[config.mk]
export PLATFORM = sky130hd
export DESIGN_NAME = flash_self_program_sequencer
export DESIGN_NICKNAME = d
export VERILOG_FILES = /design/src/flash_seq_pkg.sv /design/src/flash_self_program_sequencer.sv
export VERILOG_INCLUDE_DIRS = /design/src /design/src/src
export SDC_FILE = /design/constraint.sdc
export NUM_CORES = 2
export LEC_CHECK = 0
export ABC_AREA = 1
export BUFFER_PORTS_ARGS = -buffer_cell sky130_fd_sc_hd__buf_2
export CORE_MARGIN = 3
export CORE_UTILIZATION = 55
export CTS_BUF_LIST = sky130_fd_sc_hd__clkbuf_4 sky130_fd_sc_hd__clkbuf_8 sky130_fd_sc_hd__clkbuf_16
export CTS_CLUSTER_DIAMETER = 150
export DETAILED_ROUTE_END_ITERATION = 7
export PLACE_DENSITY = 0.74
export SLEW_MARGIN = 20
export SYNTH_ARGS = -nofsm -noshare
export SYNTH_HDL_FRONTEND = slang
export SYNTH_SLANG_ARGS = --single-unit
[constraint.sdc]
create_clock -name clk_sys -period 3.6 [get_ports clk_sys]
set_input_delay 0.36 -clock clk_sys [delete_from_list [all_inputs] [get_ports clk_sys]]
set_output_delay 0.36 -clock clk_sys [all_outputs]
set_load 0.02 [all_outputs]
[src/flash_seq_defs.svh]
// Offsets, field positions, reset values and timing counts of the sequencer
// Assumes inclusion by the package and the design file by bare name
`ifndef FLASH_SEQ_DEFS_SVH
`define FLASH_SEQ_DEFS_SVH
// ----------------------------------------------------------------------
// Register byte offsets
// ----------------------------------------------------------------------
`define OFS_CTRL 8'h00
`define OFS_PTR 8'h04
`define OFS_DATA 8'h08
`define OFS_STORE 8'h0C
`define OFS_LOAD 8'h10
`define OFS_LOCK 8'h14
// ----------------------------------------------------------------------
// Control register fields
// ----------------------------------------------------------------------
`define BIT_ENABLE 0
`define BIT_BUSY 6
`define BIT_IRQEN 7
`define CMD_BUF_LOAD 5'h01
`define CMD_ERASE 5'h03
`define CMD_WRITE 5'h05
`define CMD_LOCK 5'h09
`define CMD_REENABLE 5'h11
// ----------------------------------------------------------------------
// Pointer fields and read-back addresses
// ----------------------------------------------------------------------
`define WORD_LSB 1
`define WORD_MSB 5
`define PAGE_LSB 6
`define PAGE_MSB 15
`define HALT_FIRST_PAGE 10'h3C0
`define PTR_FUSE_LOW 16'h0000
`define PTR_LOCK 16'h0001
`define PTR_FUSE_EXT 16'h0002
`define PTR_FUSE_HIGH 16'h0003
// ----------------------------------------------------------------------
// Reset values and windows
// ----------------------------------------------------------------------
`define BUF_ERASED 16'hFFFF
`define LOCK_RESET 6'h3F
`define STORE_WINDOW 3'h4
`define LOAD_LAST 3'h2
// ----------------------------------------------------------------------
// Programming time
// ----------------------------------------------------------------------
`define CLK_PERIOD_NS 25
`define PROG_MIN_NS 3700000
`define PROG_MAX_NS 4500000
`define PROG_MIN_CYC ((`PROG_MIN_NS + `CLK_PERIOD_NS - 1) / `CLK_PERIOD_NS)
`define PROG_MAX_CYC (`PROG_MAX_NS / `CLK_PERIOD_NS)
`endif

[src/flash_seq_pkg.sv]
// Types shared by the flash self-programming sequencer
// Assumes the constants header sits beside it
package flash_seq_pkg;
`include "flash_seq_defs.svh"
	// Running flash operation
	typedef enum logic [1:0] {OP_IDLE, OP_ERASE, OP_WRITE, OP_LOCK} op_t;
	// Request towards the flash array
	typedef struct packed {
		logic erase;
		logic write;
		logic [9:0] page;
	} flash_op_t;
	// Fuse bytes in read-back form
	typedef struct packed {
		logic [7:0] low;
		logic [7:0] high;
		logic [7:0] ext;
	} fuse_bytes_t;
	// Whole module state
	typedef struct packed {
		logic awHeld;
		logic [7:0] awAddr;
		logic wHeld;
		logic [31:0] wData;
		logic [3:0] wStrb;
		logic bValid;
		logic bErr;
		logic rValid;
		logic rErr;
		logic [31:0] rData;
		logic [7:0] ctrl;
		logic [15:0] ptr;
		logic [15:0] data;
		logic [2:0] armCnt;
		op_t op;
		logic [17:0] timer;
		logic [9:0] opPage;
		logic opHalt;
		logic secBusy;
		logic [5:0] lockBits;
		logic [5:0] lockPend;
		logic [15:0] bufRd;
		logic [31:0][15:0] buffer;
	} state_t;
endpackage

[src/flash_self_program_sequencer.sv]
// Flash self-programming sequencer reached over AXI4-Lite
// Assumes one 40 MHz clock, synchronous inputs, flash array outside
//
// How it works
// [RULE1] Buffer filled before erase or before write
// [RULE2] Erase: command then store within four cycles
// [RULE3] Erase ignores data and non-page pointer bits
// [RULE4] Halting-section target stalls CPU until done
// [RULE5] Buffer load stores data at word field
// [RULE6] Buffer cleared after write, reenable, reset
// [RULE7] Each buffer slot loaded once per clear
// [RULE8] EEPROM write discards loaded buffer data; the code clears it only while no operation runs
// [RULE9] Write: command then store within four cycles
// [RULE10] Write to halting section stalls the CPU
// [RULE11] Ready interrupt high while enable bit clear
// [RULE12] Page operation blocks section reads, sets busy
// [RULE13] Busy flag stays until reenable is written
// [RULE14] Lock program: byte, command, store in four
// [RULE15] Zero bits of bits 5..0 get programmed
// [RULE16] Pointer ignored; flash stays readable during lock
// [RULE17] EEPROM busy rejects commands and fuse reads
// [RULE18] Software polls EEPROM busy before commanding
// [RULE19] Lock read: load within three cycles
// [RULE20] Enable and lock-set clear on completion or timeout
// [RULE21] Pointer selects low, high or extended fuse
// [RULE22] Programmed bits read zero, unprogrammed one
// [RULE23] Pointer splits into word and page; page latched
// [RULE24] Each programming takes 3.7 to 4.5 ms
// [RULE25] Enable bit held until operation finishes
//
// The register offsets and register access over AXI4-Lite were left to the implementer.
`timescale 1ns/1ps
`include "flash_seq_defs.svh"
module flash_self_program_sequencer import flash_seq_pkg::*; #(
	parameter int PROG_CYCLES = `PROG_MIN_CYC
) (
	// Clock and reset
	input wire logic clk_sys,
	input wire logic resetn,
	// AXI4-Lite write channels
	input wire logic [7:0] s_axi_awaddr,
	input wire logic s_axi_awvalid,
	output logic s_axi_awready,
	input wire logic [31:0] s_axi_wdata,
	input wire logic [3:0] s_axi_wstrb,
	input wire logic s_axi_wvalid,
	output logic s_axi_wready,
	output logic [1:0] s_axi_bresp,
	output logic s_axi_bvalid,
	input wire logic s_axi_bready,
	// AXI4-Lite read channels
	input wire logic [7:0] s_axi_araddr,
	input wire logic s_axi_arvalid,
	output logic s_axi_arready,
	output logic [31:0] s_axi_rdata,
	output logic [1:0] s_axi_rresp,
	output logic s_axi_rvalid,
	input wire logic s_axi_rready,
	// System status
	input wire logic eepromWriteBusy,
	input wire fuse_bytes_t fuseBytes,
	// Flash array side
	output flash_op_t flashOp,
	input wire logic [4:0] bufReadIdx,
	output logic [15:0] bufReadData,
	// CPU side
	output logic cpuStall,
	output logic sectionReadBlock,
	output logic spmReadyIrq
);
	// ------------------------------------------------------------------
	// Offset decode
	// ------------------------------------------------------------------
	localparam logic [2:0] R_CTRL = 3'h0;
	localparam logic [2:0] R_PTR = 3'h1;
	localparam logic [2:0] R_DATA = 3'h2;
	localparam logic [2:0] R_STORE = 3'h3;
	localparam logic [2:0] R_LOAD = 3'h4;
	localparam logic [2:0] R_LOCK = 3'h5;
	localparam logic [2:0] R_NONE = 3'h7;
	localparam logic [17:0] PROG_CNT = 18'(PROG_CYCLES);

	// Maps a byte address to a register index
	function automatic logic [2:0] regIdx(input logic [7:0] a);
		logic [2:0] idx;
		idx = R_NONE;
		unique case (a)
			`OFS_CTRL: idx = R_CTRL;
			`OFS_PTR: idx = R_PTR;
			`OFS_DATA: idx = R_DATA;
			`OFS_STORE: idx = R_STORE;
			`OFS_LOAD: idx = R_LOAD;
			`OFS_LOCK: idx = R_LOCK;
			default: idx = R_NONE;
		endcase
		return idx;
	endfunction

	state_t state_r; // Registered state
	state_t state_nxt; // Next state
	logic wrFire; // Write address and data both held
	logic [2:0] wrIdx; // Register hit by the write
	logic rdFire; // Read address taken this cycle
	logic [2:0] rdIdx; // Register hit by the read
	logic storeHit; // Store instruction inside its window
	logic loadHit; // Load instruction inside its window
	logic [4:0] cmd; // Pending command pattern
	logic pageOp; // Erase or write running

	// ------------------------------------------------------------------
	// Event decode
	// ------------------------------------------------------------------
	assign cmd = state_r.ctrl[4:0];
	assign wrFire = state_r.awHeld && state_r.wHeld && !state_r.bValid;
	assign wrIdx = regIdx(state_r.awAddr);
	assign rdFire = s_axi_arvalid && !state_r.rValid;
	assign rdIdx = regIdx(s_axi_araddr);
	assign storeHit = wrFire && wrIdx == R_STORE && state_r.armCnt != 3'h0;
	assign loadHit = rdFire && rdIdx == R_LOAD && cmd == `CMD_LOCK &&
		state_r.armCnt >= `LOAD_LAST; // [RULE19]
	assign pageOp = state_r.op == OP_ERASE || state_r.op == OP_WRITE;

	// ------------------------------------------------------------------
	// Next-state logic
	// ------------------------------------------------------------------
	always_comb begin
		state_nxt = state_r;
		// Write channel capture, either order
		if (s_axi_awvalid && !state_r.awHeld && !state_r.bValid) begin
			state_nxt.awHeld = 1'b1;
			state_nxt.awAddr = s_axi_awaddr;
		end
		if (s_axi_wvalid && !state_r.wHeld && !state_r.bValid) begin
			state_nxt.wHeld = 1'b1;
			state_nxt.wData = s_axi_wdata;
			state_nxt.wStrb = s_axi_wstrb;
		end
		if (state_r.bValid && s_axi_bready) begin
			state_nxt.bValid = 1'b0;
		end
		if (state_r.rValid && s_axi_rready) begin
			state_nxt.rValid = 1'b0;
		end
		// Registered copy of the buffer slot picked by the array
		state_nxt.bufRd = state_r.buffer[bufReadIdx];
		// Command window countdown; expiry drops the command
		if (state_r.armCnt != 3'h0) begin
			state_nxt.armCnt = state_r.armCnt - 3'h1;
			if (state_r.armCnt == 3'h1) begin
				state_nxt.ctrl[4:0] = 5'h00; // [RULE20]
			end
		end
		// Running operation timed by the cycle counter
		if (state_r.op != OP_IDLE) begin
			state_nxt.timer = state_r.timer - 18'h1; // [RULE24]
			if (state_r.timer == 18'h1) begin
				if (state_r.op == OP_WRITE) begin
					state_nxt.buffer = {32{`BUF_ERASED}}; // [RULE6]
				end
				if (state_r.op == OP_LOCK) begin
					// Zero bits program, programmed stays zero
					state_nxt.lockBits = state_r.lockBits &
						state_r.lockPend; // [RULE15]
				end
				state_nxt.ctrl[4:0] = 5'h00; // [RULE25]
				state_nxt.op = OP_IDLE;
			end
		end
		// Register write
		if (wrFire) begin
			state_nxt.awHeld = 1'b0;
			state_nxt.wHeld = 1'b0;
			state_nxt.bValid = 1'b1;
			state_nxt.bErr = wrIdx == R_NONE;
			unique case (wrIdx)
				R_CTRL: begin
					if (state_r.wStrb[0]) begin
						state_nxt.ctrl[`BIT_IRQEN] = state_r.wData[7];
						// Arm only when idle and EEPROM quiet
						if (state_r.wData[`BIT_ENABLE] &&
							!eepromWriteBusy && // [RULE17]
							state_r.op == OP_IDLE &&
							state_r.armCnt == 3'h0) begin
							state_nxt.ctrl[4:0] = state_r.wData[4:0];
							state_nxt.armCnt = `STORE_WINDOW; // [RULE2]
						end
					end
				end
				R_PTR: begin
					if (state_r.wStrb[0]) begin
						state_nxt.ptr[7:0] = state_r.wData[7:0];
					end
					if (state_r.wStrb[1]) begin
						state_nxt.ptr[15:8] = state_r.wData[15:8];
					end
				end
				R_DATA: begin
					if (state_r.wStrb[0]) begin
						state_nxt.data[7:0] = state_r.wData[7:0];
					end
					if (state_r.wStrb[1]) begin
						state_nxt.data[15:8] = state_r.wData[15:8];
					end
				end
				R_STORE: begin
					if (storeHit) begin
						state_nxt.armCnt = 3'h0;
						state_nxt.ctrl[4:0] = 5'h00;
						unique case (cmd)
							`CMD_BUF_LOAD: begin
								// Word field picks the slot
								state_nxt.buffer[state_r.ptr[
									`WORD_MSB:`WORD_LSB]] =
									state_r.data; // [RULE5]
							end
							`CMD_ERASE, `CMD_WRITE: begin
								// Only the page field is latched
								state_nxt.ctrl[4:0] = cmd; // [RULE3]
								state_nxt.op = cmd == `CMD_ERASE ?
									OP_ERASE : OP_WRITE; // [RULE9]
								state_nxt.opPage = state_r.ptr[
									`PAGE_MSB:`PAGE_LSB]; // [RULE23]
								state_nxt.opHalt = state_r.ptr[
									`PAGE_MSB:`PAGE_LSB] >=
									`HALT_FIRST_PAGE; // [RULE10]
								state_nxt.secBusy = 1'b1; // [RULE12]
								state_nxt.timer = PROG_CNT;
							end
							`CMD_LOCK: begin
								// Pointer plays no part here
								state_nxt.ctrl[4:0] = cmd; // [RULE14]
								state_nxt.op = OP_LOCK; // [RULE16]
								state_nxt.lockPend = state_r.data[5:0];
								state_nxt.timer = PROG_CNT;
							end
							`CMD_REENABLE: begin
								state_nxt.secBusy = 1'b0; // [RULE13]
								state_nxt.buffer =
									{32{`BUF_ERASED}}; // [RULE6]
							end
							default: begin
								state_nxt.ctrl[4:0] = 5'h00;
							end
						endcase
					end
				end
				default: begin
					state_nxt.bErr = wrIdx == R_NONE;
				end
			endcase
		end
		// Register read
		if (rdFire) begin
			state_nxt.rValid = 1'b1;
			state_nxt.rErr = rdIdx == R_NONE;
			state_nxt.rData = 32'h00000000;
			unique case (rdIdx)
				R_CTRL: begin
					state_nxt.rData[7:0] = {state_r.ctrl[7],
						state_r.secBusy, 1'b0, state_r.ctrl[4:0]};
				end
				R_PTR: state_nxt.rData[15:0] = state_r.ptr;
				R_DATA: state_nxt.rData[15:0] = state_r.data;
				R_LOCK: state_nxt.rData[7:0] = {2'b11, state_r.lockBits};
				R_LOAD: begin
					// Fuse and lock read, refused while EEPROM busy
					if (loadHit && !eepromWriteBusy) begin // [RULE17]
						unique case (state_r.ptr)
							`PTR_FUSE_LOW: state_nxt.rData[7:0] =
								fuseBytes.low; // [RULE21]
							`PTR_LOCK: state_nxt.rData[7:0] =
								{2'b11, state_r.lockBits}; // [RULE22]
							`PTR_FUSE_EXT: state_nxt.rData[7:0] =
								fuseBytes.ext;
							`PTR_FUSE_HIGH: state_nxt.rData[7:0] =
								fuseBytes.high;
							default: state_nxt.rData[7:0] = 8'hFF;
						endcase
					end
					if (loadHit) begin
						state_nxt.armCnt = 3'h0;
						state_nxt.ctrl[4:0] = 5'h00; // [RULE20]
					end
				end
				default: state_nxt.rData = 32'h00000000;
			endcase
		end
		// EEPROM write while no operation runs throws away any loaded words
		if (eepromWriteBusy && state_r.op == OP_IDLE) begin
			state_nxt.buffer = {32{`BUF_ERASED}}; // [RULE8]
		end
	end

	// ------------------------------------------------------------------
	// State register
	// ------------------------------------------------------------------
	always_ff @(posedge clk_sys or negedge resetn) begin
		if (!resetn) begin
			state_r <= '0;
			state_r.op <= OP_IDLE;
			state_r.lockBits <= `LOCK_RESET;
			state_r.lockPend <= `LOCK_RESET;
			state_r.bufRd <= `BUF_ERASED;
			state_r.buffer <= {32{`BUF_ERASED}}; // [RULE6]
		end else begin
			state_r <= state_nxt;
		end
	end

	// ------------------------------------------------------------------
	// Outputs
	// ------------------------------------------------------------------
	assign s_axi_awready = !state_r.awHeld && !state_r.bValid;
	assign s_axi_wready = !state_r.wHeld && !state_r.bValid;
	assign s_axi_bvalid = state_r.bValid;
	assign s_axi_bresp = state_r.bErr ? 2'b10 : 2'b00;
	assign s_axi_arready = !state_r.rValid;
	assign s_axi_rvalid = state_r.rValid;
	assign s_axi_rdata = state_r.rData;
	assign s_axi_rresp = state_r.rErr ? 2'b10 : 2'b00;
	assign flashOp.erase = state_r.op == OP_ERASE;
	assign flashOp.write = state_r.op == OP_WRITE;
	assign flashOp.page = state_r.opPage;
	assign bufReadData = state_r.bufRd;
	assign cpuStall = pageOp && state_r.opHalt; // [RULE4]
	assign sectionReadBlock = state_r.secBusy; // [RULE12]
	assign spmReadyIrq = state_r.ctrl[`BIT_IRQEN] &&
		!state_r.ctrl[`BIT_ENABLE]; // [RULE11]

	// ------------------------------------------------------------------
	// Checks
	// ------------------------------------------------------------------
	property p_windowExpires;
		@(posedge clk_sys) disable iff (!resetn)
		(state_r.armCnt == 3'h1 && !storeHit && !loadHit && !wrFire)
		|=> state_r.ctrl[4:0] == 5'h00;
	endproperty
	a_windowExpires: assert property (p_windowExpires) // [RULE20]
		else $error("command window did not expire");

	property p_eraseStarts;
		@(posedge clk_sys) disable iff (!resetn)
		(storeHit && cmd == `CMD_ERASE)
		|=> state_r.op == OP_ERASE && state_r.secBusy &&
		state_r.opPage == $past(state_r.ptr[15:6]);
	endproperty
	a_eraseStarts: assert property (p_eraseStarts) // [RULE2]
		else $error("erase did not start with latched page");

	property p_busyDuringOp;
		@(posedge clk_sys) disable iff (!resetn)
		pageOp |-> sectionReadBlock && state_r.ctrl[`BIT_ENABLE];
	endproperty
	a_busyDuringOp: assert property (p_busyDuringOp) // [RULE12]
		else $error("section not blocked during page operation");

	property p_stallHalt;
		@(posedge clk_sys) disable iff (!resetn)
		(storeHit && cmd == `CMD_WRITE && state_r.ptr[15:6] <
		`HALT_FIRST_PAGE) |=> !cpuStall [*8];
	endproperty
	a_stallHalt: assert property (p_stallHalt) // [RULE10]
		else $error("stall for concurrent-read target");

	property p_irqLevel;
		@(posedge clk_sys) disable iff (!resetn)
		(state_r.op != OP_IDLE) |-> !spmReadyIrq;
	endproperty
	a_irqLevel: assert property (p_irqLevel) // [RULE11]
		else $error("ready interrupt while operation runs");

	property p_writeClears;
		@(posedge clk_sys) disable iff (!resetn)
		(state_r.op == OP_WRITE && state_r.timer == 18'h1)
		|=> state_r.buffer == {32{`BUF_ERASED}} &&
		spmReadyIrq == state_r.ctrl[`BIT_IRQEN];
	endproperty
	a_writeClears: assert property (p_writeClears) // [RULE6]
		else $error("buffer not cleared after page write");

	property p_eeReject;
		@(posedge clk_sys) disable iff (!resetn)
		(eepromWriteBusy && state_r.armCnt == 3'h0) |=>
		state_r.armCnt == 3'h0;
	endproperty
	a_eeReject: assert property (p_eeReject) // [RULE17]
		else $error("command armed while EEPROM busy");

	property p_lockProgram;
		@(posedge clk_sys) disable iff (!resetn)
		(state_r.op == OP_LOCK && state_r.timer == 18'h1) |=>
		state_r.lockBits == ($past(state_r.lockBits) &
		$past(state_r.lockPend)) &&
		!$changed(state_r.secBusy);
	endproperty
	a_lockProgram: assert property (p_lockProgram) // [RULE15]
		else $error("lock bits not programmed");

	property p_busySticky;
		@(posedge clk_sys) disable iff (!resetn)
		(state_r.secBusy && !(storeHit && cmd == `CMD_REENABLE))
		|=> state_r.secBusy;
	endproperty
	a_busySticky: assert property (p_busySticky) // [RULE13]
		else $error("busy flag dropped without reenable");
endmodule

# == Yosys cells after proc, flatten, opt, wreduce, memory -nomap -nowiden ==
# Cells that the tools add are included.
# Widths: inputs -> output; s select.
# totals
ff_bits,679
inputBits,89
out_inout_bits,72
wordCells,216
# classes
addsub,2
order_cmp,5
eq_ne,32
muxes,63
bitwise_logic,1
reduce_logical,56
# op_table
cell,count
$mux 512,7
$pmux 512 s2,1
$bwmux 512,1
$bmux 16 s5,1
$demux 16 s5,1
$mux 72,1
$mux 16,4
$mux 5,11
$mux 8,5
$pmux 20 s2,1
$pmux 8 s5,1
$mux 37,1
$pmux 3 s6,2
$mux 35,1
$mux 34,1
$eq 16x2->1 const B,2
$eq 8x4->1 const B,4
$eq 8x5->1 const B,4
$mux 32,1
$pmux 8 s4,1
$logic_and 1x1->1,24
$mux 20,1
$eq 18x1->1 const B,1
$mux 3,6
other kinds (39),76

# == Longest topological paths before layout ==
# depth
ltp_word,12
ltp_mapped,13
depth_no_buf,12

# == Worst setup path before layout ==
# No wires, ideal clock.
# synth_path
path_type,register to register
from,register state_r[570] (netlist bit)
to,register state_r[142] (netlist bit)
setup_ps,64
arrival_ps,1863
t_required_ps,3536
setup_slack_ps,1672
path_stages_with_launch,12
n_path_buf,2
synth_period_minus_slack_ps,1928
cell_sequence,dfrtp_1 inv_1 ha_1 inv_1 nand3_1 nor2_1 nand3_2 clkinv_1 buf_2 buf_1 o22ai_1 nand3_1
# synth_rtl
element,line_no,text
"start, declared",flash_self_program_sequencer.sv:99,state_t state_r;
"start signal, assigned",flash_self_program_sequencer.sv:306,state_r <= state_nxt;

==> impl_metrics.ini <==
[place]
gp_congestion = 0.931
port_buffers = 124
place_hpwl_um = 76500
placement.cell_area_mm2 = 0.0366
placed_cells = 5038

[logic_synthesis]
syn_area_mm2 = 0.0355
ys.flop_type = dfstp_2
yosysWarnings = 0
synth_top_area_cell = dfstp_2
synthSimpleGateAreaFrac = 0.211
synth_adder_area_share = 0.00317
postSynthCellCount = 4373
synthTopCellsByArea = dfstp_2 (40%), dfrtp_1 (8.5%), o22ai_1 (8.3%)
synthArstFlopShare = 1.00
yosysSeqAreaShare = 0.485
netlist.area_leader.share = 0.400
synth-edff-count = 0
synth_cell_types = 44
synth-xor-area-share = 0.00197
muxShareOfSynthArea = 0.00159
synth_top_family_by_area = compound AO/OA/AOI/OAI gates
synth-compound-area-share = 0.216
ys_ff_latch = 661
syn_avg_cell_area_um2 = 8.12

[critical_path]
cp-start-kind = flop
reg2reg_depth = 8
critPathArrivalTime_ns = 3.42
worstReg2RegStart = state_r[594]$_DFFE_PN0P_
critPathTopFamily = buffers and inverters
crit_type = flop to flop
crit_fanout = 17
r2r_slack_ns = 0.73
r2r-end = state_r[190]$_DFF_PN1_
cp.required_ns = 4.15
cp-end-kind = flop
max_stage_delay_ns = 0.66
path_cells = buf_4 -> nor3_1 -> inv_1 -> nor2_1 -> buf_4 -> inv_1 -> o22ai_1 -> nand3_1
cp_slowest_cell = nor3_1
cp_num_buf_inv = 4

[floorplan]
fp.coreArea_mm2 = 0.0634
ios = 161
die_h_um = 260
rows = 92
initial_core_util = 0.560
die_area_mm2 = 0.0676
fp.dieW_um = 260

[timing]
slew_headroom = 0.171
hold-worst-slack_ns = 0.0206
clock.fmax_mhz = 349
period_minus_slack_ns = 2.87
finalSetupTns_ns = 0
worstMarginPinSlew_ns = 1.24
hold_viol = 0
min_period_over_period = 0.797
finalSetupViolations = 0
drv_slew = 0
finalClockSkew_ns = 0.0333
rsz0062_at_grt = false

[route]
ant_nets = 0
drc = 0
wl_per_cell_um = 25.4
drt_iter0_markers = 5402
drt-total-wl_um = 132000
via_per_inst = 6.78
vias = 35200
firstDrtPassIters = 6

[global_route]
grt_pass1_vias = 33300
antenna_found_initial = 3
grt_max_degree = 189
grt-ovfl-total = 0
grt_use_total = 0.382
grt_pass1_wl_um = 199000

[final_layout]
instances_no_fill = 5199
fin_nets = 4392
final_common_cell = nand2_1
final_area_mm2 = 0.0394
nFillCells = 5471
drive_gt1_frac = 0.233
final_core_utilization = 0.621
synthToLayoutAreaGrowth_pct = 11.0
final_cell_mix = nand2_1 (637), nand3_1 (560), dfstp_2 (540)

[cts]
cts_tree = done
clk_pin_slew_ns = 0.06
cts_resized = 0
post_cts_buffers = 0
clockRootBuffer = clkbuf_16
cts_buffers = 73
clock_path_buffers = 3
worstSkewPairLatency_ns = 0.65
htree_levels = 3
cts.sink_count = 661

[power_and_ir_drop]
power_frac_comb = 0.152
seqPwrFrac = 0.428
powerDensity_mw_per_mm2 = 475
p_int_mw = 13.2
switching_share = 0.296
p_clk_frac = 0.421
p_leak_nw = 14.9
switchingPower_mw = 5.53
irDropWorstVdd_mv = 0.411

[hold_path]
hp-class = input port to flop
hold_end = state_r[656]$_DFFE_PN0P_
hold_depth = 3
min_from = s_axi_wdata[1]

[run_status]
status = finished, final reports clean

[run]
cap_violations = 0
worst min-delay path: stages:
cell and delay, ns:
buf_2 0.12, nor2_1 0.10, a21oi_1 0.05
cell type report:
cell class                      instances  area, um2  share of cell area
Inverter                              187        726              0.0184
Clock buffer                          110       2270              0.0576
Clock inverter                         22        239             0.00607
Timing Repair Buffer                  293       2370              0.0601
Antenna cell                            2       5.00            0.000127
Sequential cell                       661      17200               0.437
Multi-Input combinational cell       3078      15500               0.394
Tap cell                              846       1060              0.0269
layer usage:
layer,track usage,part of all wire,vias up
met5,0,0,-
met4,0.227,0.064,0
met3,0.127,0.14,508
met2,0.553,0.43,2573
met1,0.497,0.37,16900
li1,-,-,15200
power groups by stage:
stage	clock, mW	combinational (mW)	sequential [mW]
floorplan	0	1.83	8.04
global placement	0	2.68	8.09
detailed placement	0	2.72	8.09
CTS	7.87	2.76	7.99
global route	8.18	3.12	8.03
finish	7.86	2.84	7.99
cells in the mapped netlist, types with 11 or more instances:
cell / count
nand2_1: 638
nand3_1: 560
dfstp_2: 540
o22ai_1: 470
nor2_1: 423
o21ai_0: 390
a21oi_1: 317
clkbuf_1: 249
inv_1: 172
buf_2: 130
dfrtp_1: 121
o221ai_1: 119
buf_4: 67
nor3_1: 26
nor2_2: 24
buf_1: 16
nand4_1: 12
inv_2: 11
how the worst max path moves through the flow:
| stage | startpoint | endpoint | slack, ns | depth (start not counted) |
|---|---|---|---|---|
| after global placement | state_r[689]$_DFFE_PN0P_ | state_r[458]$_DFF_PN1_ | 0.98 | 9 |
| final | state_r[594]$_DFFE_PN0P_ | state_r[190]$_DFF_PN1_ | 0.73 | 8 |
| after floorplan | state_r[570]$_DFF_PN0_ | state_r[142]$_DFF_PN1_ | 1.67 | 11 |
| after CTS | state_r[692]$_DFFE_PN0P_ | state_r[331]$_DFF_PN1_ | 0.86 | 10 |
| after global routing | state_r[692]$_DFFE_PN0P_ | state_r[157]$_DFF_PN1_ | 0.61 | 9 |
| after detailed placement | state_r[689]$_DFFE_PN0P_ | state_r[410]$_DFF_PN1_ | 0.92 | 9 |
per-stage QoR:
| step | setup slack (ns) | power (mW) |
|---|---|---|
| after global placement | 0.976 | 10.8 |
| after floorplan | 1.67 | 9.87 |
| after CTS | 0.861 | 18.6 |
| after global routing | 0.613 | 19.3 |
| final | 0.731 | 18.7 |
| after detailed placement | 0.923 | 10.8 |
cells by family (layout without fill, tap and decap cells):
logic type,after synthesis,in the layout
XOR/XNOR,8,8
multiplexers,5,5
flip-flops,661,661
AND/OR/NAND/NOR,1721,1721
adder cells (fa/ha/maj),9,9
other,1,20
AO/OA/AOI/OAI,1317,1317
buffers and inverters,651,612
registers in the layout, indices dropped and copies added, names as in the netlist:
| register | count |
|---|---|
| state_r | 611 |
| bufReadData | 16 |
| s_axi_rdata | 16 |
| flashOp | 10 |
| cmd | 5 |
| s_axi_bvalid | 1 |
| s_axi_rvalid | 1 |
| sectionReadBlock | 1 |
timing repair:
action,in CTS,in global routing
hold buffers,27,0
endpoints found under the hold margin,27,0
endpoints found under the setup margin,0,0
(Power assumes the default switching activity.)
